File: src/rtl/smf_pkg.sv
// Constants and types shared by the serial message framer.
package smf_pkg;

	// ************************************************************
	// Timing
	// ************************************************************
	localparam int unsigned CLK_PERIOD_NS = 100;
	localparam int unsigned MS_NS = 1000000;
	localparam int unsigned TICK_CYCLES = (MS_NS + CLK_PERIOD_NS - 1) / CLK_PERIOD_NS;
	localparam logic [15:0] TX_TIMEOUT_DEFAULT_MS = 16'h1388;

	// ************************************************************
	// Geometry
	// ************************************************************
	localparam int unsigned NUM_PORTS = 2;
	localparam int unsigned TERM_CHARS = 12;
	localparam int unsigned TERM_WORDS = 6;
	localparam int unsigned BUF_DEPTH = 2;

	// ************************************************************
	// Register offsets
	// ************************************************************
	localparam logic [7:0] ADDR_TERM_MODE = 8'h17;
	localparam logic [7:0] ADDR_RTS_ON = 8'h1C;
	localparam logic [7:0] ADDR_TERM_COUNT = 8'h1F;
	localparam logic [7:0] ADDR_TERM_TABLE = 8'h20;
	localparam logic [7:0] ADDR_TERM_TABLE_LAST = 8'h25;
	localparam logic [7:0] ADDR_PACKET_LEN = 8'h26;
	localparam logic [7:0] ADDR_RX_TIMEOUT = 8'h27;
	localparam logic [7:0] ADDR_RX_GAP = 8'h28;
	localparam logic [7:0] ADDR_TX_TIMEOUT = 8'h29;
	localparam logic [7:0] ADDR_PRESEND = 8'h2A;
	localparam logic [7:0] ADDR_P1_RX_SWAP = 8'h2B;
	localparam logic [7:0] ADDR_P1_TX_SWAP = 8'h2C;
	localparam logic [7:0] ADDR_P2_RX_SWAP = 8'h2D;
	localparam logic [7:0] ADDR_P2_TX_SWAP = 8'h2E;
	localparam logic [7:0] ADDR_RX_STATUS = 8'h30;

	// ************************************************************
	// Fields and reset values
	// ************************************************************
	localparam int unsigned MODE_CHAR_BIT = 0;
	localparam int unsigned MODE_TIMEOUT_BIT = 1;
	localparam int unsigned MODE_GAP_BIT = 2;
	localparam int unsigned MODE_LENGTH_BIT = 3;
	localparam int unsigned SWAP_BIT = 0;
	localparam logic [15:0] REG_RESET = 16'h0000;
	localparam logic [15:0] TERM_COUNT_MAX = 16'h000C;

	typedef enum logic [2:0] {
		SMF_TX_IDLE,
		SMF_TX_PRE,
		SMF_TX_RTS,
		SMF_TX_SEND,
		SMF_TX_DRAIN
	} smf_tx_state_type;

endpackage

File: src/rtl/smf_framer.sv
// Serial message framer: receive termination, transmit timing and byte swapping.
`timescale 1ns/1ps
`default_nettype none

// Operation
// - Twelve termination characters are held and an incoming port 2 byte is matched only against the first count entries.
// - With mode bit 3 set, a port 2 message ends once the packet length of bytes has been received.
// - With mode bit 1 set, a millisecond timer starts on the first port 2 byte and ends the message when the timeout expires.
// - With mode bit 2 set, a gap timer restarts on every port 2 byte and ends the message when the gap delay is reached.
// - A port 2 message not sent within the transmit timeout is aborted.
// - On port 2, the pre-send delay in milliseconds passes before request-to-send is raised.
// - Port 1 receive words keep arrival order with swap 0 and exchange the byte pair with swap 1.
// - Port 1 transmit words go out in order with swap 0 and with the byte pair exchanged with swap 1.
// - Port 2 receive words keep arrival order with swap 0 and exchange the byte pair with swap 1.
// - Port 2 transmit words go out in order with swap 0 and with the byte pair exchanged with swap 1.
// - The mode is bit mapped as character, timeout, gap and length enables, and zero means stream mode.
// - The character count from 0 to 12 selects the table entries and is used only with character termination.
// - After port 2 request-to-send rises, the on delay in milliseconds passes before the first byte is sent.
module smf_framer #(
	parameter int unsigned TICK_CYCLES = smf_pkg::TICK_CYCLES,
	parameter int unsigned BUF_DEPTH = smf_pkg::BUF_DEPTH
) (
	input wire logic mclk,
	input wire logic rstn,
	input wire logic cfg_wr,
	input wire logic cfg_rd,
	input wire logic [7:0] cfg_addr,
	input wire logic [15:0] cfg_wdata,
	output logic [15:0] cfg_rdata,
	input wire logic [1:0] line_rx_valid,
	input wire logic [1:0][7:0] line_rx_data,
	output logic [1:0] line_rx_ready,
	output logic [1:0] host_rx_valid,
	output logic [1:0][15:0] host_rx_data,
	output logic [1:0][1:0] host_rx_nbytes,
	output logic [1:0] host_rx_last,
	input wire logic [1:0] host_rx_ready,
	input wire logic [1:0] host_tx_valid,
	input wire logic [1:0][15:0] host_tx_data,
	input wire logic [1:0][1:0] host_tx_nbytes,
	input wire logic [1:0] host_tx_last,
	output logic [1:0] host_tx_ready,
	output logic [1:0] line_tx_valid,
	output logic [1:0][7:0] line_tx_data,
	input wire logic [1:0] line_tx_ready,
	output logic [1:0] rts,
	output logic [1:0] tx_abort
);

	localparam int unsigned PW = $clog2(BUF_DEPTH);
	localparam int unsigned TW = $clog2(TICK_CYCLES);

	if (TICK_CYCLES < 2 || BUF_DEPTH < 2 || (1 << PW) != BUF_DEPTH) begin : g_bad_param
		$error("smf_framer: unsupported TICK_CYCLES or BUF_DEPTH");
	end

	function automatic logic [15:0] smf_pair(input logic [7:0] first, input logic [7:0] second, input logic swap);
		smf_pair = swap ? {second, first} : {first, second};
	endfunction

	// ************************************************************
	// Configuration registers
	// ************************************************************
	logic [15:0] term_mode;
	logic [15:0] rts_on;
	logic [15:0] term_char_count;
	logic [15:0] term_table [0:smf_pkg::TERM_WORDS-1];
	logic [15:0] packet_length;
	logic [15:0] rx_timeout;
	logic [15:0] rx_gap_delay;
	logic [15:0] tx_timeout;
	logic [15:0] presend_delay;
	logic [15:0] p1_rx_swap;
	logic [15:0] p1_tx_swap;
	logic [15:0] p2_rx_swap;
	logic [15:0] p2_tx_swap;
	logic [1:0] rx_lost;
	logic [15:0] rd_value;
	logic [2:0] tbl_idx;
	logic tbl_hit;
	logic [1:0] lost_set;

	assign tbl_idx = 3'(cfg_addr - smf_pkg::ADDR_TERM_TABLE);
	assign tbl_hit = cfg_addr >= smf_pkg::ADDR_TERM_TABLE && cfg_addr <= smf_pkg::ADDR_TERM_TABLE_LAST;
	assign lost_set = line_rx_valid & ~line_rx_ready;

	always_ff @(posedge mclk) begin
		if (!rstn) begin
			term_mode <= smf_pkg::REG_RESET;
			rts_on <= smf_pkg::REG_RESET;
			term_char_count <= smf_pkg::REG_RESET;
			packet_length <= smf_pkg::REG_RESET;
			rx_timeout <= smf_pkg::REG_RESET;
			rx_gap_delay <= smf_pkg::REG_RESET;
			tx_timeout <= smf_pkg::REG_RESET;
			presend_delay <= smf_pkg::REG_RESET;
			p1_rx_swap <= smf_pkg::REG_RESET;
			p1_tx_swap <= smf_pkg::REG_RESET;
			p2_rx_swap <= smf_pkg::REG_RESET;
			p2_tx_swap <= smf_pkg::REG_RESET;
			for (int i = 0; i < smf_pkg::TERM_WORDS; i++) begin
				term_table[i] <= smf_pkg::REG_RESET;
			end
		end else if (cfg_wr) begin
			if (tbl_hit) begin
				term_table[tbl_idx] <= cfg_wdata;
			end
			case (cfg_addr)
				smf_pkg::ADDR_TERM_MODE: term_mode <= cfg_wdata;
				smf_pkg::ADDR_RTS_ON: rts_on <= cfg_wdata;
				smf_pkg::ADDR_TERM_COUNT: term_char_count <= cfg_wdata;
				smf_pkg::ADDR_PACKET_LEN: packet_length <= cfg_wdata;
				smf_pkg::ADDR_RX_TIMEOUT: rx_timeout <= cfg_wdata;
				smf_pkg::ADDR_RX_GAP: rx_gap_delay <= cfg_wdata;
				smf_pkg::ADDR_TX_TIMEOUT: tx_timeout <= cfg_wdata;
				smf_pkg::ADDR_PRESEND: presend_delay <= cfg_wdata;
				smf_pkg::ADDR_P1_RX_SWAP: p1_rx_swap <= cfg_wdata;
				smf_pkg::ADDR_P1_TX_SWAP: p1_tx_swap <= cfg_wdata;
				smf_pkg::ADDR_P2_RX_SWAP: p2_rx_swap <= cfg_wdata;
				smf_pkg::ADDR_P2_TX_SWAP: p2_tx_swap <= cfg_wdata;
				default: ;
			endcase
		end
	end

	// Lost bytes are sticky; a new loss wins over a write-one clear.
	always_ff @(posedge mclk) begin
		if (!rstn) begin
			rx_lost <= 2'h0;
		end else if (cfg_wr && cfg_addr == smf_pkg::ADDR_RX_STATUS) begin
			rx_lost <= (rx_lost & ~cfg_wdata[1:0]) | lost_set;
		end else begin
			rx_lost <= rx_lost | lost_set;
		end
	end

	always_comb begin
		rd_value = 16'h0000;
		if (tbl_hit) begin
			rd_value = term_table[tbl_idx];
		end
		case (cfg_addr)
			smf_pkg::ADDR_TERM_MODE: rd_value = term_mode;
			smf_pkg::ADDR_RTS_ON: rd_value = rts_on;
			smf_pkg::ADDR_TERM_COUNT: rd_value = term_char_count;
			smf_pkg::ADDR_PACKET_LEN: rd_value = packet_length;
			smf_pkg::ADDR_RX_TIMEOUT: rd_value = rx_timeout;
			smf_pkg::ADDR_RX_GAP: rd_value = rx_gap_delay;
			smf_pkg::ADDR_TX_TIMEOUT: rd_value = tx_timeout;
			smf_pkg::ADDR_PRESEND: rd_value = presend_delay;
			smf_pkg::ADDR_P1_RX_SWAP: rd_value = p1_rx_swap;
			smf_pkg::ADDR_P1_TX_SWAP: rd_value = p1_tx_swap;
			smf_pkg::ADDR_P2_RX_SWAP: rd_value = p2_rx_swap;
			smf_pkg::ADDR_P2_TX_SWAP: rd_value = p2_tx_swap;
			smf_pkg::ADDR_RX_STATUS: rd_value = {14'h0000, rx_lost};
			default: ;
		endcase
	end

	always_ff @(posedge mclk) begin
		if (!rstn) begin
			cfg_rdata <= 16'h0000;
		end else if (cfg_rd) begin
			cfg_rdata <= rd_value;
		end
	end

	// ************************************************************
	// Millisecond tick
	// ************************************************************
	logic [TW-1:0] tick_cnt;
	logic tick;

	assign tick = tick_cnt == TW'(TICK_CYCLES - 1);

	always_ff @(posedge mclk) begin
		if (!rstn || tick) begin
			tick_cnt <= '0;
		end else begin
			tick_cnt <= tick_cnt + 1'b1;
		end
	end

	// ************************************************************
	// Port 2 receive termination
	// ************************************************************
	logic mode_ok;
	logic char_en;
	logic len_en;
	logic to_en;
	logic gap_en;
	logic [smf_pkg::TERM_CHARS-1:0] char_hit;
	logic msg_active;
	logic [15:0] byte_cnt;
	logic [15:0] to_cnt;
	logic [15:0] gap_cnt;
	logic timer_exp;
	logic [1:0] rx_acc;
	logic [1:0] byte_end;
	logic [1:0] timer_end;
	logic [1:0] end_done;

	assign mode_ok = term_mode[15:4] == 12'h000;
	assign char_en = mode_ok && term_mode[smf_pkg::MODE_CHAR_BIT] && term_char_count <= smf_pkg::TERM_COUNT_MAX;
	assign len_en = mode_ok && term_mode[smf_pkg::MODE_LENGTH_BIT] && packet_length != 16'h0000;
	assign to_en = mode_ok && term_mode[smf_pkg::MODE_TIMEOUT_BIT] && rx_timeout != 16'h0000;
	assign gap_en = mode_ok && term_mode[smf_pkg::MODE_GAP_BIT] && rx_gap_delay != 16'h0000;

	for (genvar i = 0; i < smf_pkg::TERM_CHARS; i++) begin : g_match
		assign char_hit[i] = 16'(i) < term_char_count && term_table[i / 2][(i % 2) * 8 +: 8] == line_rx_data[1];
	end

	assign timer_exp = msg_active && ((to_en && to_cnt >= rx_timeout) || (gap_en && gap_cnt >= rx_gap_delay));
	assign byte_end[0] = 1'b0;
	assign timer_end[0] = 1'b0;
	assign byte_end[1] = (char_en && |char_hit) || (len_en && byte_cnt + 16'h0001 >= packet_length) || timer_exp;
	assign timer_end[1] = timer_exp;

	always_ff @(posedge mclk) begin
		if (!rstn || end_done[1]) begin
			msg_active <= 1'b0;
			byte_cnt <= 16'h0000;
			to_cnt <= 16'h0000;
			gap_cnt <= 16'h0000;
		end else begin
			if (rx_acc[1]) begin
				msg_active <= 1'b1;
				byte_cnt <= byte_cnt + {15'h0000, byte_cnt != 16'hFFFF};
				gap_cnt <= 16'h0000;
			end else if (tick && msg_active) begin
				gap_cnt <= gap_cnt + {15'h0000, gap_cnt != 16'hFFFF};
			end
			if (tick && msg_active) begin
				to_cnt <= to_cnt + {15'h0000, to_cnt != 16'hFFFF};
			end
		end
	end

	// ************************************************************
	// Receive pairing, swap and buffer, one per port
	// ************************************************************
	for (genvar p = 0; p < smf_pkg::NUM_PORTS; p++) begin : g_rx
		logic [18:0] buf_mem [0:BUF_DEPTH-1];
		logic [PW-1:0] wp;
		logic [PW-1:0] rp;
		logic [PW:0] cnt;
		logic [7:0] half;
		logic have_half;
		logic swap;
		logic full;
		logic push;
		logic pop;
		logic tend;
		logic [15:0] word;
		logic [1:0] nbytes;

		assign swap = (p == 1) ? p2_rx_swap[smf_pkg::SWAP_BIT] : p1_rx_swap[smf_pkg::SWAP_BIT];
		assign full = cnt == (PW + 1)'(BUF_DEPTH);
		assign line_rx_ready[p] = !full;
		assign rx_acc[p] = line_rx_valid[p] && !full;
		assign tend = !line_rx_valid[p] && !full && timer_end[p];
		assign end_done[p] = (rx_acc[p] && byte_end[p]) || tend;
		assign push = (rx_acc[p] && (have_half || byte_end[p])) || tend;
		assign pop = host_rx_valid[p] && host_rx_ready[p];
		assign word = (rx_acc[p] && have_half) ? smf_pair(half, line_rx_data[p], swap) :
			rx_acc[p] ? {line_rx_data[p], 8'h00} : {have_half ? half : 8'h00, 8'h00};
		assign nbytes = (rx_acc[p] && have_half) ? 2'h2 : (rx_acc[p] || have_half) ? 2'h1 : 2'h0;
		assign host_rx_valid[p] = cnt != '0;
		assign {host_rx_last[p], host_rx_nbytes[p], host_rx_data[p]} = buf_mem[rp];

		always_ff @(posedge mclk) begin
			if (!rstn) begin
				have_half <= 1'b0;
				half <= 8'h00;
			end else if (rx_acc[p] && !have_half && !byte_end[p]) begin
				have_half <= 1'b1;
				half <= line_rx_data[p];
			end else if (push) begin
				have_half <= 1'b0;
			end
		end

		always_ff @(posedge mclk) begin
			if (!rstn) begin
				wp <= '0;
				rp <= '0;
				cnt <= '0;
				for (int i = 0; i < BUF_DEPTH; i++) begin
					buf_mem[i] <= 19'h00000;
				end
			end else begin
				if (push) begin
					buf_mem[wp] <= {end_done[p], nbytes, word};
					wp <= wp + 1'b1;
				end
				if (pop) begin
					rp <= rp + 1'b1;
				end
				cnt <= cnt + (PW + 1)'(push) - (PW + 1)'(pop);
			end
		end
	end

	// ************************************************************
	// Transmit timing, swap and serialiser, one per port
	// ************************************************************
	for (genvar p = 0; p < smf_pkg::NUM_PORTS; p++) begin : g_tx
		smf_pkg::smf_tx_state_type state;
		logic [15:0] wait_cnt;
		logic [15:0] tmo_cnt;
		logic [15:0] pre_lim;
		logic [15:0] rts_lim;
		logic [15:0] tmo_lim;
		logic [7:0] second;
		logic rem;
		logic cur_last;
		logic swap;
		logic two;
		logic busy;
		logic expired;
		logic [15:0] pair;

		assign pre_lim = (p == 1) ? presend_delay : 16'h0000;
		assign rts_lim = (p == 1) ? rts_on : 16'h0000;
		assign tmo_lim = (tx_timeout == 16'h0000) ? smf_pkg::TX_TIMEOUT_DEFAULT_MS : tx_timeout;
		assign swap = (p == 1) ? p2_tx_swap[smf_pkg::SWAP_BIT] : p1_tx_swap[smf_pkg::SWAP_BIT];
		assign two = host_tx_nbytes[p] != 2'h1;
		assign pair = smf_pair(host_tx_data[p][15:8], host_tx_data[p][7:0], swap && two);
		assign busy = state == smf_pkg::SMF_TX_PRE || state == smf_pkg::SMF_TX_RTS || state == smf_pkg::SMF_TX_SEND;
		assign expired = (p == 1) && busy && tmo_cnt >= tmo_lim;
		assign host_tx_ready[p] = (state == smf_pkg::SMF_TX_SEND && !line_tx_valid[p]) || state == smf_pkg::SMF_TX_DRAIN;

		always_ff @(posedge mclk) begin
			if (!rstn) begin
				state <= smf_pkg::SMF_TX_IDLE;
				wait_cnt <= 16'h0000;
				tmo_cnt <= 16'h0000;
				second <= 8'h00;
				rem <= 1'b0;
				cur_last <= 1'b0;
				rts[p] <= 1'b0;
				tx_abort[p] <= 1'b0;
				line_tx_valid[p] <= 1'b0;
				line_tx_data[p] <= 8'h00;
			end else begin
				tx_abort[p] <= 1'b0;
				if (tick && busy && tmo_cnt != 16'hFFFF) begin
					tmo_cnt <= tmo_cnt + 16'h0001;
				end
				case (state)
					smf_pkg::SMF_TX_IDLE: begin
						if (host_tx_valid[p]) begin
							state <= smf_pkg::SMF_TX_PRE;
							wait_cnt <= 16'h0000;
							tmo_cnt <= 16'h0000;
						end
					end
					smf_pkg::SMF_TX_PRE: begin
						if (wait_cnt >= pre_lim) begin
							state <= smf_pkg::SMF_TX_RTS;
							rts[p] <= 1'b1;
							wait_cnt <= 16'h0000;
						end else if (tick) begin
							wait_cnt <= wait_cnt + 16'h0001;
						end
					end
					smf_pkg::SMF_TX_RTS: begin
						if (wait_cnt >= rts_lim) begin
							state <= smf_pkg::SMF_TX_SEND;
						end else if (tick) begin
							wait_cnt <= wait_cnt + 16'h0001;
						end
					end
					smf_pkg::SMF_TX_SEND: begin
						if (host_tx_valid[p] && !line_tx_valid[p]) begin
							line_tx_data[p] <= pair[15:8];
							second <= pair[7:0];
							rem <= two;
							cur_last <= host_tx_last[p];
							line_tx_valid[p] <= 1'b1;
						end else if (line_tx_valid[p] && line_tx_ready[p]) begin
							if (rem) begin
								line_tx_data[p] <= second;
								rem <= 1'b0;
							end else begin
								line_tx_valid[p] <= 1'b0;
								if (cur_last) begin
									state <= smf_pkg::SMF_TX_IDLE;
									rts[p] <= 1'b0;
								end
							end
						end
					end
					smf_pkg::SMF_TX_DRAIN: begin
						if (host_tx_valid[p] && host_tx_last[p]) begin
							state <= smf_pkg::SMF_TX_IDLE;
						end
					end
					default: state <= smf_pkg::SMF_TX_IDLE;
				endcase
				if (expired) begin
					tx_abort[p] <= 1'b1;
					rts[p] <= 1'b0;
					line_tx_valid[p] <= 1'b0;
					// A last word taken on the expiry edge must not leave the port draining.
					state <= ((line_tx_valid[p] && cur_last) || (host_tx_valid[p] && host_tx_ready[p] && host_tx_last[p])) ?
						smf_pkg::SMF_TX_IDLE : smf_pkg::SMF_TX_DRAIN;
				end
			end
		end
	end

endmodule

`default_nettype wire

File: config.mk
export PLATFORM = sky130hd
export DESIGN_NAME = smf_framer
export DESIGN_NICKNAME = d
export VERILOG_FILES = /design/src/rtl/smf_pkg.sv /design/src/rtl/smf_framer.sv
export SDC_FILE = /design/constraint.sdc
export NUM_CORES = 1
export LEC_CHECK = 0
export ABC_AREA = 0
export BUFFER_PORTS_ARGS = -buffer_cell sky130_fd_sc_hd__clkbuf_2
export CAP_MARGIN = 10
export CORE_ASPECT_RATIO = 1.5
export CORE_MARGIN = 1.5
export CORE_UTILIZATION = 45
export DETAILED_ROUTE_END_ITERATION = 7
export HOLD_SLACK_MARGIN = 0.02
export PLACE_DENSITY = 0.74
export REMOVE_ABC_BUFFERS = 1
export SKIP_CTS_REPAIR_TIMING = 1
export SLEW_MARGIN = 30
export SYNTH_ARGS = -nofsm -noshare
export SYNTH_HDL_FRONTEND = slang
export SYNTH_SLANG_ARGS = --single-unit
File: constraint.sdc
create_clock -name mclk -period 5.3 [get_ports mclk]
set_clock_uncertainty 0.1 [all_clocks]
set_input_delay 0.795 -clock mclk [delete_from_list [all_inputs] [get_ports mclk]]
set_output_delay 0.795 -clock mclk [all_outputs]
set_load 0.02 [all_outputs]
==> run metrics <==
Max IR drop VDD 0.000266 V; max_slew headroom between 30% and 40%; Clock Latency Late Sink about 0.66 ns; CP Data Arrival Time approximately 5 ns; largest net degree at the start of global routing ~190; Die Wd ~210 µm; total number of vias roughly 24k; Sw Share between 20% and 30%; WP depth 15; first-pass GRT wire length 138 mm; Clock Power Share 40.8%; Worst-Margin Slew ~0.95 ns; CTS Root Cell clkbuf_16; layout cell share with drive strength beyond 1 between 10 and 15%; # rows around 120; kind of critical path reg2reg; total grt overflow 0; final setup fails 0; final-stage net count between 3k and 4k; Final Max Tran Viols 0; Logic pwr share 12.3%; Area contributors post-synth dfxtp_1, edfxtp_1, nand2_1; Critical Path Sink Type register; Yosys top cell area share roughly 25%; Top FF cell, synth dfxtp_1; Setup crit end g_rx[1].buf_mem[1][4]$_SDFFCE_PN0P_; number of antenna violations at the first check in global routing 4; port buffer count about 170; Seq/Total Area, Yosys a little under half; dpl ws approximately 0.7 ns; cell family with most CP delay compound AO/OA/AOI/OAI gates; Final Hold Viols 0; vias in the first global route ~23k; Ports between 150 and 200; Fmax around 220 MHz; Slowest-stage cell, CP o311ai_4; worst path bufs/invs 1; Async S/R FF share, synth 0%; Pwr Density between 300 and 400 nW/µm²; most frequent cells in the layout nand2_1, dfxtp_1, nor2_1; Worst R2R Start byte_cnt[3]$_SDFFE_PP0P_; final WL ~90 mm; Worst setup SP type register; status finished, final reports clean; Die Ht 320 µm; TritonRoute pass-1 iters 8; setup slack after layout 0.708 ns; CP peak stage delay approximately 0.82 ns; GP Congestion approximately 0.97; worst-case reg-to-reg path depth 15; Flop pwr share 46.9%; detailed-placement wirelength estimate around 64 mm; area grow syn2layout 11.7%; #FFs+latches synth around 580; critical path peak fanout 19; Post-synth EDFFs just over 200; TritonCTS Sinks roughly 580; worst reg2reg endpoint g_rx[1].buf_mem[1][4]$_SDFFCE_PN0P_; largest buffer count on any clock path 3; DR DRC count 0; fin crit period approximately 4.6 ns; unrepaired setup endpoints after global routing no; commonest non-fill, non-tap cell in the layout nand2_1; Clk pin slew, worst setup/hold paths ~0.080 ns; setup tns final 0 ns; Initial Utilization between 40% and 50%; worst hold path type in2reg; mapped cell area around 30000 µm²; Post-Synthesis Cells 3176; Pleak 12.7 nW; vias per cell around 5.8; r2r setup slk approximately 0.71 ns; H-tree level count 2; total of max-cap violations 0; crit path from byte_cnt[3]$_SDFFE_PP0P_; starting DRC count in detailed routing between 2k and 2.5k; P_int 7.75 mW; post-DR wirelength/cell about 21 µm; largest area contributor in the netlist dfxtp_1; WP data required ~5.6 ns; fin util between 50% and 60%; CP Cell Sequence and3_1, and2_1, and3_1, nand4_1, xnor2_1, ha_1, a21o_1, a21oi_1, nor2b_1, a2111o_1, nand2_1, nand3_1, o311ai_4, nand2_1, buf_4; Synth Warn # 0; total CTS buffers 56; DRT antenna net count 0; Core Area between 60000 and 70000 µm²; crit share post-route between 80% and 90%; die area roughly 70000 µm²; total track usage about a quarter; sw power between 2 and 3 mW; Yosys cell types 80; Synth Area per Inst about 9.5 µm²; CTS tree built
## power by group through the flow
stage	logic (mW)	clock network (mW)	registers [mW]
finish	1.30	4.30	4.95
global route	1.40	4.53	4.97
CTS	1.30	4.37	4.95
floorplan	0.771	0	5.01
global placement	1.28	0	5.04
detailed placement	1.30	0	5.05
## how the worst min path moves through the flow
stage	from	end	cells after the start
finish	host_tx_last[0]	g_tx[0].cur_last$_SDFFE_PN0P_	3
global route	host_tx_last[0]	g_tx[0].cur_last$_SDFFE_PN0P_	3
CTS	host_tx_last[0]	g_tx[0].cur_last$_SDFFE_PN0P_	3
detailed placement	tick_cnt[0]$_SDFF_PP0_	tick_cnt[0]$_SDFF_PP0_	1
global placement	tick_cnt[0]$_SDFF_PP0_	tick_cnt[0]$_SDFF_PP0_	1
floorplan	tick_cnt[0]$_SDFF_PP0_	tick_cnt[0]$_SDFF_PP0_	1
## Yosys cell counts (all sizes together), types with 23 or more instances
master	number
a211oi	27
a21boi	197
a21o	23
a21oi	79
and2	54
and3	57
buf	40
clkbuf	168
dfxtp	379
edfxtp	202
ha	118
inv	131
mux2	50
mux2i	106
mux4	32
nand2	531
nand3	97
nand4	52
nor2	243
nor2b	46
nor4	40
o21ai	83
xnor2	86
xor2	99
## tightest hold or removal path: cells and delay by family
kind	cells	cell delay [ns]
buffers and inverters	1	0.08
AOI/OAI and AO/OA	1	0.06
and+or+nand+nor	1	0.04
## flip-flops by register name, indices dropped and copies added (netlist names), 14 cells and up, named ones only
signal	cells
byte_cnt	16
cfg_rdata	16
g_rx.buf_mem	74
g_rx.half	16
g_tx.pre_lim	16
g_tx.rts_lim	16
g_tx.second	16
g_tx.tmo_cnt	16
g_tx.wait_cnt	16
gap_cnt	16
line_tx_data	16
p1_rx_swap	16
p1_tx_swap	16
p2_rx_swap	16
p2_tx_swap	16
packet_length	16
rx_gap_delay	16
rx_timeout	16
term_char_count	16
term_mode	16
term_table	128
tick_cnt	14
to_cnt	16
tx_timeout	16
## area by class of cell
cell class | instances | area, µm²
repair buffers | 210 | 1200
inverters | 131 | 492
clock buffers | 76 | 1540
fillers | 6133 | 32800
clock inverters | 29 | 407
flip-flops and latches | 581 | 13700
multi-input cells | 2289 | 15200
diodes | 3 | 7.51
well taps | 885 | 1110
## logic make-up after synthesis
kind of cell    count (synthesis)  share of synthesized area, %
fa+ha+maj                     118                          4.90
mux                           188                          7.79
compound gates                567                          13.6
flops                         581                          45.3
other cells                     1                        0.0125
buf+inv                       339                          4.58
simple gates                 1197                          18.4
xor+xnor                      185                          5.38
## through the flow
step           instances  total power [mW]  hold slack [ns]  cell area, µm²
2_1_floorplan       3001              5.78            0.318           29400
5_1_grt             4203              10.9            0.303           33600
3_3_place_gp        4096              6.32            0.331           31700
6_report            4204              10.6            0.292           33600
4_1_cts             4201              10.6            0.258           33600
3_5_place_dp        4096              6.34            0.339           31700
## per-layer routing
metal	GRT usage (%)	wire length, µm	vias to the layer above
met1	28.8	32600	11600
met2	44.4	43900	1012
met4	17.6	6560	4
li1	-	-	11300
met3	5.25	6850	337
met5	0	30	-
Power figures use the tool's default switching activity.
